==> config.mk <==
export PLATFORM = sky130hd
export DESIGN_NAME = pps_sequencer
export DESIGN_NICKNAME = d
export VERILOG_FILES = /design/src/rtl/pps_pkg.sv /design/src/rtl/pps_updown.sv /design/src/rtl/pps_sequencer.sv
export SDC_FILE = /design/constraint.sdc
export NUM_CORES = 1
export LEC_CHECK = 0
export CAP_MARGIN = 5
export CORE_ASPECT_RATIO = 2
export CORE_MARGIN = 4
export CORE_UTILIZATION = 30
export DETAILED_ROUTE_END_ITERATION = 10
export DONT_BUFFER_PORTS = 1
export GPL_TIMING_DRIVEN = 0
export PLACE_DENSITY_LB_ADDON = 0.05
export SYNTH_ARGS = -nofsm -noshare
export SYNTH_HDL_FRONTEND = slang
export SYNTH_HIERARCHICAL = 1
export SYNTH_SLANG_ARGS = --single-unit
export TNS_END_PERCENT = 100
==> constraint.sdc <==
create_clock -name mclk_in -period 4.85 [get_ports mclk_in]
set_clock_uncertainty 0.2 [all_clocks]
set_input_delay 0.485 -clock mclk_in [delete_from_list [all_inputs] [get_ports mclk_in]]
set_output_delay 0.485 -clock mclk_in [all_outputs]
set_load 0.01 [all_outputs]
==> src/rtl/pps_pkg.sv <==
package pps_pkg;
   localparam int unsigned CLK_HZ = 10_000_000;
   localparam int unsigned FREQ_LOW_HZ = 30_000;
   localparam int unsigned FREQ_MID_HZ = 60_000;
   localparam int unsigned FREQ_HIGH_HZ = 132_000;
   localparam int unsigned FREQ_FLOOR_HZ = 15_000;
   localparam int unsigned JITTER_PCT = 7;
   localparam int unsigned JITTER_RATE_HZ = 200;
   localparam int unsigned TICK_US = 100;
   localparam int unsigned TICK_CYC = TICK_US * (CLK_HZ / 1_000_000);
   localparam int unsigned SOFT_START_MS = 8;
   localparam int unsigned SS_TICKS = SOFT_START_MS * 1000 / TICK_US;
   localparam int unsigned OVERLOAD_DELAY_MS = 50;
   localparam int unsigned RESTART_MS = 1000;
   localparam int unsigned RESTART_TICKS = RESTART_MS * 1000 / TICK_US;
   localparam int unsigned UV_DEB_MS = 30;
   localparam int unsigned UV_DEB_TICKS = UV_DEB_MS * 1000 / TICK_US;
   localparam int unsigned UV_REST_MS = 30;
   localparam int unsigned UV_REST_TICKS = UV_REST_MS * 1000 / TICK_US;
   localparam int unsigned MIN_ON_NS = 400;
   localparam int unsigned MIN_ON_CYC = (MIN_ON_NS * (CLK_HZ / 1_000_000) + 999) / 1000;

   typedef enum logic [3:0] {
      ST_OFF = 4'h1,
      ST_RUN = 4'h2,
      ST_FAULT = 4'h4,
      ST_DIS = 4'h8
   } pps_state_t;

   function automatic int unsigned pps_freq_hz(input int unsigned sel);
      if (sel == 0) begin
         return FREQ_LOW_HZ;
      end else if (sel == 1) begin
         return FREQ_MID_HZ;
      end
      return FREQ_HIGH_HZ;
   endfunction
endpackage

==> src/rtl/pps_updown.sv <==
`timescale 1ns/1ps
`default_nettype none
module pps_updown
   import pps_pkg::*;
#(
   parameter int unsigned W = 16,
   parameter int unsigned EOC = 100
) (
   input wire logic mclk_in,
   input wire logic reset_in,
   input wire logic clear_in,
   input wire logic step_in,
   input wire logic up_in,
   output logic [W-1:0] count_out,
   output logic eoc_out
);
   typedef struct packed {
      logic [W-1:0] cnt;
      logic eoc;
   } pps_ud_t;

   localparam logic [W-1:0] EOC_W = W'(EOC);

   pps_ud_t r;
   pps_ud_t next_r;

   // up/down count, saturating at zero and at end-of-count
   always_comb begin
      next_r = r;
      if (clear_in) begin
         next_r.cnt = '0;
      end else if (step_in && up_in && r.cnt != EOC_W) begin
         next_r.cnt = r.cnt + 1'b1;
      end else if (step_in && !up_in && r.cnt != '0) begin
         next_r.cnt = r.cnt - 1'b1;
      end
      next_r.eoc = (next_r.cnt == EOC_W);
   end

   always_ff @(posedge mclk_in) begin
      if (reset_in) begin
         r <= '0;
      end else begin
         r <= next_r;
      end
   end

   assign count_out = r.cnt;
   assign eoc_out = r.eoc;
endmodule
`default_nettype wire

==> src/rtl/pps_sequencer.sv <==
`timescale 1ns/1ps
`default_nettype none
module pps_sequencer
   import pps_pkg::*;
#(
   parameter int unsigned FREQ_SEL = 2,
   parameter int unsigned TICK_LEN = TICK_CYC,
   parameter int unsigned SS_LEN = SS_TICKS,
   parameter int unsigned RESTART_LEN = RESTART_TICKS,
   parameter int unsigned UV_DEB_LEN = UV_DEB_TICKS,
   parameter int unsigned UV_REST_LEN = UV_REST_TICKS,
   parameter int unsigned OVL_EOC = OVERLOAD_DELAY_MS * pps_freq_hz(FREQ_SEL) / 1000
) (
   input wire logic mclk_in,
   input wire logic reset_in,
   input wire logic overcurrent_compare_in,
   input wire logic regulation_compare_in,
   input wire logic feedback_input_low_in,
   input wire logic compensation_low_level_in,
   input wire logic undervoltage_threshold_below_in,
   input wire logic vcc_start_in,
   input wire logic vcc_low_in,
   output logic gate_enable_out,
   output logic [7:0] peak_current_limit_out,
   output logic light_load_burst_out,
   output logic secondary_feedback_out,
   output logic hv_source_out,
   output logic overload_protection_out,
   output logic disabled_out
);
   localparam int NPIN = 7;
   localparam int IX_OCP = 0;
   localparam int IX_REG = 1;
   localparam int IX_FB = 2;
   localparam int IX_COMP = 3;
   localparam int IX_UV = 4;
   localparam int IX_VST = 5;
   localparam int IX_VLO = 6;

   localparam int unsigned FNOM = pps_freq_hz(FREQ_SEL);
   localparam int unsigned BASE = CLK_HZ / FNOM;
   localparam int unsigned JDEV = BASE * JITTER_PCT / 100;
   localparam int unsigned JSTEP = CLK_HZ / (JITTER_RATE_HZ * 4 * JDEV);
   localparam int unsigned SKIP_MAX = FNOM / FREQ_FLOOR_HZ - 1;

   localparam logic [15:0] BASE16 = 16'(BASE);
   localparam logic [15:0] JDEV16 = 16'(JDEV);
   localparam logic [15:0] JSTEP_M1 = 16'(JSTEP - 1);
   localparam logic [15:0] TICK_M1 = 16'(TICK_LEN - 1);
   localparam logic [15:0] MIN_ON_M1 = 16'(MIN_ON_CYC - 1);
   localparam logic [3:0] SKIP_MAX4 = 4'(SKIP_MAX);
   localparam logic [7:0] SS_FULL = 8'(SS_LEN);
   localparam logic [15:0] RESTART_M1 = 16'(RESTART_LEN - 1);

   typedef struct packed {
      pps_state_t st;
      logic [NPIN-1:0] sy0;
      logic [NPIN-1:0] sy1;
      logic [NPIN-1:0] sy2;
      logic [NPIN-1:0] filt;
      logic [15:0] tick_cnt;
      logic tick;
      logic [15:0] jit;
      logic jit_up;
      logic [15:0] jit_cnt;
      logic [15:0] per_cnt;
      logic [15:0] on_cnt;
      logic gate;
      logic early;
      logic cyc_end;
      logic ocp_cyc;
      logic [3:0] skip_lvl;
      logic [3:0] skip_left;
      logic [7:0] ss;
      logic [15:0] rst_cnt;
      logic hv;
   } pps_reg_t;

   pps_reg_t r;
   pps_reg_t next_r;

   logic ovl_eoc;
   logic deb_eoc;
   logic rest_eoc;
   logic [NPIN-1:0] pins;
   logic [15:0] period_m1;
   logic end_on;
   logic early_now;
   logic go_run;

   assign pins = {vcc_low_in, vcc_start_in, undervoltage_threshold_below_in,
                  compensation_low_level_in, feedback_input_low_in,
                  regulation_compare_in, overcurrent_compare_in};

   // overload counter steps once per conducted cycle
   pps_updown #(
      .W(16),
      .EOC(OVL_EOC)
   ) u_overload (
      .mclk_in(mclk_in),
      .reset_in(reset_in),
      .clear_in(r.st != ST_RUN),
      .step_in(r.cyc_end),
      .up_in(r.ocp_cyc),
      .count_out(),
      .eoc_out(ovl_eoc)
   );

   // undervoltage debounce counter
   pps_updown #(
      .W(16),
      .EOC(UV_DEB_LEN)
   ) u_uv_deb (
      .mclk_in(mclk_in),
      .reset_in(reset_in),
      .clear_in(r.st == ST_DIS || r.st == ST_OFF || deb_eoc),
      .step_in(r.tick),
      .up_in(r.filt[IX_UV]),
      .count_out(),
      .eoc_out(deb_eoc)
   );

   // restart counter while disabled
   pps_updown #(
      .W(16),
      .EOC(UV_REST_LEN)
   ) u_uv_rest (
      .mclk_in(mclk_in),
      .reset_in(reset_in),
      .clear_in(r.st != ST_DIS),
      .step_in(r.tick),
      .up_in(!r.filt[IX_UV]),
      .count_out(),
      .eoc_out(rest_eoc)
   );

   always_comb begin
      next_r = r;
      end_on = 1'b0;
      early_now = 1'b0;
      go_run = 1'b0;
      period_m1 = BASE16 + r.jit - 16'h0001;

      // three-stage pin synchroniser, accept when stages two and three agree
      next_r.sy0 = pins;
      next_r.sy1 = r.sy0;
      next_r.sy2 = r.sy1;
      for (int i = 0; i < NPIN; i++) begin
         if (r.sy1[i] == r.sy2[i]) begin
            next_r.filt[i] = r.sy2[i];
         end
      end

      // fixed timebase
      next_r.tick = 1'b0;
      if (r.tick_cnt == TICK_M1) begin
         next_r.tick_cnt = '0;
         next_r.tick = 1'b1;
      end else begin
         next_r.tick_cnt = r.tick_cnt + 16'h0001;
      end

      // triangular period modulation
      if (r.jit_cnt == JSTEP_M1) begin
         next_r.jit_cnt = '0;
         if (r.jit_up) begin
            if ($signed(r.jit) >= $signed(JDEV16)) begin
               next_r.jit_up = 1'b0;
               next_r.jit = r.jit - 16'h0001;
            end else begin
               next_r.jit = r.jit + 16'h0001;
            end
         end else begin
            if ($signed(r.jit) <= -$signed(JDEV16)) begin
               next_r.jit_up = 1'b1;
               next_r.jit = r.jit + 16'h0001;
            end else begin
               next_r.jit = r.jit - 16'h0001;
            end
         end
      end else begin
         next_r.jit_cnt = r.jit_cnt + 16'h0001;
      end

      next_r.cyc_end = 1'b0;
      next_r.filt[IX_FB] = next_r.filt[IX_FB];

      unique case (r.st)
         ST_OFF: begin
            next_r.hv = 1'b1;
            next_r.gate = 1'b0;
            if (r.filt[IX_VST]) begin
               go_run = 1'b1;
            end
         end
         ST_RUN: begin
            next_r.hv = 1'b0;
            if (r.tick && r.ss < SS_FULL) begin
               next_r.ss = r.ss + 8'h01;
            end
            // on-time: cannot end before the minimum on-time
            if (r.gate) begin
               next_r.on_cnt = r.on_cnt + 16'h0001;
               early_now = r.early || (r.filt[IX_OCP] && r.on_cnt <= MIN_ON_M1);
               next_r.early = early_now;
               if (r.on_cnt >= MIN_ON_M1 && (r.filt[IX_OCP] || r.filt[IX_REG])) begin
                  end_on = 1'b1;
                  next_r.ocp_cyc = r.filt[IX_OCP];
               end else if (r.per_cnt == period_m1) begin
                  end_on = 1'b1;
                  next_r.ocp_cyc = 1'b0;
               end
            end
            if (end_on) begin
               next_r.gate = 1'b0;
               next_r.cyc_end = 1'b1;
               if (early_now) begin
                  if (r.skip_lvl != SKIP_MAX4) begin
                     next_r.skip_lvl = r.skip_lvl + 4'h1;
                  end
               end else if (r.skip_lvl != 4'h0) begin
                  next_r.skip_lvl = r.skip_lvl - 4'h1;
               end
               next_r.skip_left = next_r.skip_lvl;
            end
            // cycle boundary
            if (r.per_cnt == period_m1) begin
               next_r.per_cnt = '0;
               if (next_r.skip_left != 4'h0) begin
                  next_r.skip_left = next_r.skip_left - 4'h1;
               end else if (!r.filt[IX_COMP]) begin
                  next_r.gate = 1'b1;
                  next_r.on_cnt = '0;
                  next_r.early = 1'b0;
               end
            end else begin
               next_r.per_cnt = r.per_cnt + 16'h0001;
            end
            if (ovl_eoc) begin
               next_r.st = ST_FAULT;
               next_r.gate = 1'b0;
               next_r.rst_cnt = '0;
            end
         end
         ST_FAULT: begin
            next_r.gate = 1'b0;
            if (r.filt[IX_VLO]) begin
               next_r.hv = 1'b1;
            end else if (r.filt[IX_VST]) begin
               next_r.hv = 1'b0;
            end
            if (r.tick) begin
               if (r.rst_cnt == RESTART_M1) begin
                  go_run = 1'b1;
               end else begin
                  next_r.rst_cnt = r.rst_cnt + 16'h0001;
               end
            end
         end
         ST_DIS: begin
            next_r.gate = 1'b0;
            if (r.filt[IX_VLO]) begin
               next_r.hv = 1'b1;
            end else if (r.filt[IX_VST]) begin
               next_r.hv = 1'b0;
            end
            if (rest_eoc) begin
               go_run = 1'b1;
            end
         end
         default: begin
            next_r.st = ST_OFF;
            next_r.gate = 1'b0;
         end
      endcase

      // undervoltage disable overrides run and fault
      if (deb_eoc && (r.st == ST_RUN || r.st == ST_FAULT)) begin
         next_r.st = ST_DIS;
         next_r.gate = 1'b0;
         go_run = 1'b0;
      end

      // every entry into switching restarts the soft-start ramp
      if (go_run) begin
         next_r.st = ST_RUN;
         next_r.hv = 1'b0;
         next_r.ss = '0;
         next_r.gate = 1'b0;
         next_r.per_cnt = '0;
         next_r.skip_lvl = '0;
         next_r.skip_left = '0;
         next_r.early = 1'b0;
      end
   end

   always_ff @(posedge mclk_in) begin
      if (reset_in) begin
         r <= '0;
         r.st <= ST_OFF;
         r.hv <= 1'b1;
      end else begin
         r <= next_r;
      end
   end

   assign gate_enable_out = r.gate;
   assign peak_current_limit_out = r.ss;
   assign light_load_burst_out = (r.st == ST_RUN) && r.filt[IX_COMP];
   assign secondary_feedback_out = r.filt[IX_FB];
   assign hv_source_out = r.hv;
   assign overload_protection_out = (r.st == ST_FAULT);
   assign disabled_out = (r.st == ST_DIS);
endmodule
`default_nettype wire

==> qor.txt, run 1 <==
outcome = finished, final reports clean
DR vias = 9,953
pwr/cell area = 275 nW/um2
Crit. End Element = register
R2R cell count = 16
clk sinks = 202
WHS = 0.0407 ns
CTS max path bufs = 3
CTS tree = done
total wire length = 33.6 mm
CP max stage delay = 0.54 ns
WL/cell = 17.5 um
Starting Density = 30.3%
Root Driver = clkbuf_16
post-route cell area = 12,900 um2
Synth cell types = 97
Worst-Skew Late Latency = 0.52 ns
number of flops mapped to enable cells by yosys = 0
Bufs and invs on worst path = 3
CP Class = register to register
port bufs = 0
post-route insts no fill = 1,915
Final Cycle Share = 91.5%
dpl cell area = 12,100 um2
worst hold path depth = 3
most common cell after layout, fill and taps aside = dfxtp_1
Seq/Total Area, Yosys = 35.2%
max_slew headroom = 38.3%
synthesis-stage register bit count = 202
Num CTS Buffers = 23
Core Footprint = 37,900 um2
Synth Area per Inst = 8.18 um2
Post-layout nets = 1,468
CP max FO = 10
grt total ovfl = 0
crit path launch type = register
Lkg Pwr = 0.00473 uW
Pins Over Slew Limit = 0
reg-to-reg critical path startpoint = r[87]
DR pass1 iterations = 4
Ant. Diodes = 0
Clock transition at path regs = 0.06 ns
critical-path cell list = ha_1 > clkbuf_1 > o211a_1 > o2111ai_1 > mux2i_1 > o21ai_1 > nor4_4 > buf_4 > o21ai_2 > mux2i_1 > ha_1 > nand2_1 > nor3_2 > a31o_2 > buf_2 > nor2_1
largest net degree at the start of global routing = 18
syn nets = 1,434
Iter 0 DRT Violations = 281
die area = 41,600 um2
RSZ-0062 raised after global routing = false
number of global-route vias before repair = 10,200
worst vdd ir = 258 uV
HPWL after DPL = 25.4 mm
Crit path required time = 5.06 ns
Mapped Area = 11,500 um2
crit path DAT = 4.65 ns
most common flop cell mapped by yosys = dfxtp_1
Synth warnings = 6
H-tree levels = 1
drt drc = 0
worst reg2reg setup slack = 0.41 ns
first-pass GRT wire length = 54.1 mm
setup violators final = 0
post-synthesis async set-or-reset flop share = 0%
Post-Syn Instances = 1,403
max-cap violation count = 0
Fin. Hold Viols = 0
fmax = 0.225 GHz
Hold EP = u_uv_deb/count_out[1]
cell family with the largest share of critical-path delay = compound AO/OA/AOI/OAI gates
DIE HEIGHT = 285 um
minimum clock period = 4.44 ns
r2r endpoint = r[44]
Worst Max-Slew Pin Slew = 0.925 ns
share of cells above drive strength 1 = 9.02%
Placed Instances = 1,866
hold_sp = reset_in
Slowest-stage cell, CP = dfxtp_1
GPL Wtd Cong = 0.812
Via density = 5.20
IO Pins = 23
Area growth syn-to-layout = 12.7%
final core utilization = 34.1%
All-Layer GR Usage = 15.9%
std cell rows = 101
initial antenna violation count = 0
hold crit path type = input port to register
most frequent cells in the layout = dfxtp_1, nor2_1, nand2_1, xor2_1, a21oi_1
final total power = 3560 uW
antenna viol nets, final = 0
die width = 146 um
[per-layer routing]
metal	vias to the layer above	global-route usage (%)	wire [um]
met1	4676	15.8	12400
met3	93	2.01	942
met5	-	0	0
met4	0	8.29	1850
met2	154	31.3	18300
li1	5030	-	-
[synthesized netlist by cell type (4+ instances only)]
cell type	instances	area share (%)
nor4b_1	6	0.46
nor4_4	4	0.74
or3_1	30	1.6
xor2_1	76	5.8
nor3b_1	7	0.46
nor2_1	197	6.4
inv_1	39	1.3
buf_1	6	0.20
and3_1	30	1.6
o31ai_1	4	0.26
nor4_2	6	0.65
or4_1	11	0.72
buf_2	19	0.83
buf_4	11	0.72
nor2b_1	42	2.3
o21ai_0	47	2.1
a21o_1	8	0.52
nor4_1	27	1.5
o21a_1	4	0.26
nand2b_1	10	0.55
a22oi_1	5	0.33
dfxtp_1	202	35
a31oi_1	12	0.65
or2_2	10	0.55
nand4_1	36	2.0
nand2_1	103	3.4
xnor2_1	58	4.4
a21oi_1	59	2.6
o21bai_1	6	0.39
ha_1	22	2.4
clkbuf_1	42	1.4
mux2i_1	13	1.1
nand3_1	54	2.4
a41oi_1	8	0.61
and2_1	21	1.1
o41ai_1	4	0.31
buf_6	7	0.69
a211oi_1	11	0.72
and4_1	13	0.99
nor3_1	35	1.5
o211ai_1	4	0.26
[worst register-to-register path: stages (launching register included)]
cell       delay (ns)
dfxtp_1          0.54
ha_1             0.21
clkbuf_1         0.28
o211a_1          0.30
o2111ai_1        0.16
mux2i_1          0.17
o21ai_1          0.22
nor4_4           0.05
buf_4            0.18
o21ai_2          0.31
mux2i_1          0.37
ha_1             0.31
nand2_1          0.09
nor3_2           0.30
a31o_2           0.32
buf_2            0.26
nor2_1           0.07
[flip-flops by register name, indices dropped and copies added (netlist names), 8 cells and up]
| register | flops |
|---|---|
| peak_current_limit_out | 8 |
| r | 126 |
| next_r | 14 |
| u_uv_deb/count_out | 16 |
| u_uv_rest/count_out | 16 |
| u_overload/count_out | 16 |
[stage by stage]
step           setup WS, ns  TNS, ns
2_1_floorplan          1.11        0
3_3_place_gp         -0.209    -2.04
3_5_place_dp         -0.149    -1.45
4_1_cts              0.0170        0
5_1_grt              0.0783        0
6_report              0.414        0
[logic make-up (layout without fill, tap and decap cells)]
| kind of cell | Yosys count | in the layout | share of synthesized area, % |
|---|---|---|---|
| simple gates | 682 | 682 | 32.6 |
| compound gates | 222 | 222 | 13.0 |
| flops | 202 | 202 | 35.2 |
| xor+xnor | 134 | 134 | 10.2 |
| buf+inv | 125 | 174 | 5.11 |
| fa+ha+maj | 22 | 22 | 2.40 |
| mux | 16 | 16 | 1.43 |
[power by group]
group	internal, uW	leakage (uW)	switching, uW
logic	17.0	0.00271	37.9
clock network	1090	0.000385	737
registers	1670	0.00163	6.44
total	2780	0.00473	781
[area by class of cell]
type	instances	area, um2
timing repair buffer	9	87.6
inverter	40	150
multi-input combinational	1076	6860
fill	4026	25000
sequential	202	4040
clock buffer	31	646
tap	463	579
clock inverter	9	126
buffer	85	437
[how the worst max path moves through the flow]
| stage | slack, ns | to | cells after the start | startpoint |
|---|---|---|---|---|
| 6_report | 0.41 | r[44] | 16 | r[87] |
| 5_1_grt | 0.08 | r[48] | 15 | r[87] |
| 4_1_cts | 0.02 | r[44] | 15 | r[87] |
| 3_5_place_dp | -0.15 | r[45] | 15 | r[87] |
| 3_3_place_gp | -0.21 | r[44] | 15 | r[87] |
| 2_1_floorplan | 1.11 | r[26] | 14 | r[87] |
[timing repair]
| item | 4_1_cts | 5_1_grt |
|---|---|---|
| hold endpoints to repair | 14 | 0 |
| gates resized for setup | 1 | 1 |
| hold buffers | 8 | 0 |
| setup buffers | 0 | 1 |
| pin swaps | 0 | 1 |
| setup endpoints to repair | 10 | 11 |
Note: power is estimated with default switching activity, not from simulation.
==> inputs of run 2 (changes only) <==
Settings changed: CORE_ASPECT_RATIO 2 to unset, PLACE_DENSITY_LB_ADDON 0.05 to unset.
==> run 2 against run 1 <==
Net effect:
- hold slack gained 0.0079 ns
- register-to-register slack improved by 0.07 ns
- setup slack improved by 0.068 ns
- first-iteration DRC count increased to 2.5 times the previous value
- maximum frequency increased by 1.6%
- utilization up 0.85 points
- largest cell class unchanged
- largest power group unchanged
==> qor.txt, run 2 (same netlist as run 1, synthesis figures left out) <==
dpl cell area = 12,100 um2 (+0.50%)
Clock transition at path regs = 0.06 ns (about the same)
H-tree levels = 1 (unchanged)
minimum clock period = 4.37 ns (-0.0684 ns)
Num CTS Buffers = 24 (+4.3%)
GPL Wtd Cong = 0.882 (+8.6%)
most frequent cells in the layout = dfxtp_1, nor2_1, nand2_1, xor2_1, a21oi_1
R2R cell count = 16 (unchanged)
largest net degree at the start of global routing = 18 (unchanged)
total wire length = 27.5 mm (-18%)
Worst Max-Slew Pin Slew = 0.821 ns (-0.104 ns)
HPWL after DPL = 20.0 mm (-21%)
setup violators final = 0 (unchanged)
worst vdd ir = 220 uV (-15%)
Crit path required time = 5.04 ns (-0.02 ns)
critical-path cell list = ha_1 > clkbuf_1 > o211a_1 > o2111ai_1 > mux2i_1 > o21ai_1 > nor4_4 > buf_4 > o21ai_2 > mux2i_1 > ha_1 > nand2_1 > nor3_1 > a31o_2 > buf_2 > nor2_1
hold crit path type = input port to register
std cell rows = 71 (-30%)
first-pass GRT wire length = 46.1 mm (-15%)
post-route cell area = 13,200 um2 (+1.8%)
IO Pins = 23 (unchanged)
Final Cycle Share = 90.0% (-1.4 points)
Clk pwr share = 54.6% (+3.2 points)
drt drc = 0 (unchanged)
grt total ovfl = 0 (unchanged)
CP Class = register to register
RSZ-0062 raised after global routing = false
Starting Density = 30.5% (+0.20 points)
worst hold path depth = 2 (-1)
crit path DAT = 4.56 ns (-0.09 ns)
WHS = 0.0486 ns (+0.00791 ns)
Iter 0 DRT Violations = 706 (+150%)
CP max stage delay = 0.51 ns (-0.03 ns)
Switching Fraction = 20.0% (-1.9 points)
fmax = 0.229 GHz (+1.6%)
Pins Over Slew Limit = 0 (unchanged)
DR vias = 9,944 (-0.090%)
max reg flops = 126 (unchanged)
number of global-route vias before repair = 9,328 (-8.7%)
combinational share of power = 1.3% (-0.2 points)
Bufs and invs on worst path = 3 (unchanged)
most common cell after layout, fill and taps aside = dfxtp_1
max-cap violation count = 0 (unchanged)
cell family with the largest share of critical-path delay = compound AO/OA/AOI/OAI gates
Core Footprint = 37,700 um2 (-0.65%)
port bufs = 0 (unchanged)
outcome = finished, final reports clean
DR pass1 iterations = 5 (+1)
WL/cell = 14.0 um (-20%)
die width = 204 um (+39%)
hold_sp = reset_in
switching power = 761 uW (-2.6%)
Worst-Skew Late Latency = 0.51 ns (about the same)
final setup TNS = 0 ns (unchanged)
Slowest-stage cell, CP = dfxtp_1
All-Layer GR Usage = 13.0% (-2.9 points)
CTS tree = done
r2r endpoint = r[51]
register share of total power = 44.1% (-3.0 points)
clk sinks = 202 (unchanged)
CP max FO = 10 (unchanged)
die area = 41,400 um2 (-0.46%)
worst reg2reg setup slack = 0.48 ns (+0.07 ns)
pwr/cell area = 289 nW/um2 (+5.0%)
crit path launch type = register
Post-layout nets = 1,471 (+0.20%)
DIE HEIGHT = 204 um (-28%)
Lkg Pwr = 0.00481 uW (+1.7%)
Final WS setup = 0.483 ns (+0.0684 ns)
initial antenna violation count = 1 (+1)
Area growth syn-to-layout = 14.7%
Crit. End Element = register
antenna viol nets, final = 0 (unchanged)
max_slew headroom = 44.5% (+6.2 points)
Hold EP = u_overload/count_out[12]
reg-to-reg critical path startpoint = r[87]
share of cells above drive strength 1 = 9.60% (+0.58 points)
Int Pwr = 3040 uW (+9.5%)
CTS max path bufs = 3 (unchanged)
Fin. Hold Viols = 0 (unchanged)
register with the most flip-flops = r
worst slack, placed = 0.242 ns (+0.391 ns)
Root Driver = clkbuf_16
final total power = 3810 uW (+6.9%)
Via density = 5.05 (-2.9%)
[run 2: cell types whose count changed in the layout (fill, tap and decap cells not counted), sizes merged]
cell and change:
buf +2, bufinv +4, clkbuf -3, clkinv +2
clkinvlp +2, diode +1, inv -1
[run 2: timing repair]
| action | in CTS | in global routing |
|---|---|---|
| endpoints found under the setup margin | 0 | 18 |
| hold endpoints to repair | 16 | 0 |
| hold buffers | 8 | 0 |
| buffers inserted | 0 | 3 |
| gates resized for setup | 0 | 1 |
[run 2: routing by layer]
layer / vias to the layer above / GRT usage (%) / share of wire, %
met5: - / 0 / 0
met4: 0 / 4.00 / 2.7
met3: 47 / 2.26 / 4.6
met2: 220 / 20.7 / 45
met1: 4617 / 18.0 / 48
li1: 5060 / - / -
[run 2: area by class of cell]
cell class                 count  area, um2
sequential                   202       4040
inverter                      40        150
fill                        3940      24500
clock inverter                16        268
clock buffer                  28        667
antenna                        1       2.50
multi-input combinational   1076       6850
timing repair buffer          11        103
tap                          511        639
buffer                        85        437
[run 2: worst reg2reg max path, delay by kind of cell (launching register included)]
| family | cells | cell delay, ns |
|---|---|---|
| multiplexers | 2 | 0.52 |
| buffers and inverters | 3 | 0.67 |
| adder cells (fa/ha/maj) | 2 | 0.53 |
| AO/OA/AOI/OAI | 5 | 1.27 |
| flip-flops | 1 | 0.51 |
| AND/OR/NAND/NOR | 4 | 0.53 |
[run 2: worst max path at each step]
stage | endpoint | slack (ns) | from | cells after the start
2_1_floorplan | r[26] | 1.11 | r[87] | 14
3_3_place_gp | r[51] | 0.27 | r[87] | 15
3_5_place_dp | r[48] | 0.24 | r[87] | 15
4_1_cts | r[48] | 0.22 | r[87] | 15
5_1_grt | r[46] | 0.02 | r[87] | 15
6_report | r[51] | 0.48 | r[87] | 16
[run 2: stage by stage]
step / instances / utilization [%]
floorplan: 1403 / -
finish: 1970 / 34.9
CTS: 1966 / 34.9
detailed placement: 1914 / 32.2
global placement: 1914 / 32.2
global route: 1970 / 34.9
[run 2: power by group through the flow]
stage	Sequential, uW	Clock [uW]	Combinational (uW)
6_report	1680	2080	50.7
5_1_grt	1680	2210	57.3
4_1_cts	1680	2140	51.8
3_5_place_dp	1710	0	44.5
3_3_place_gp	1710	0	44.2
2_1_floorplan	1710	0	31.2
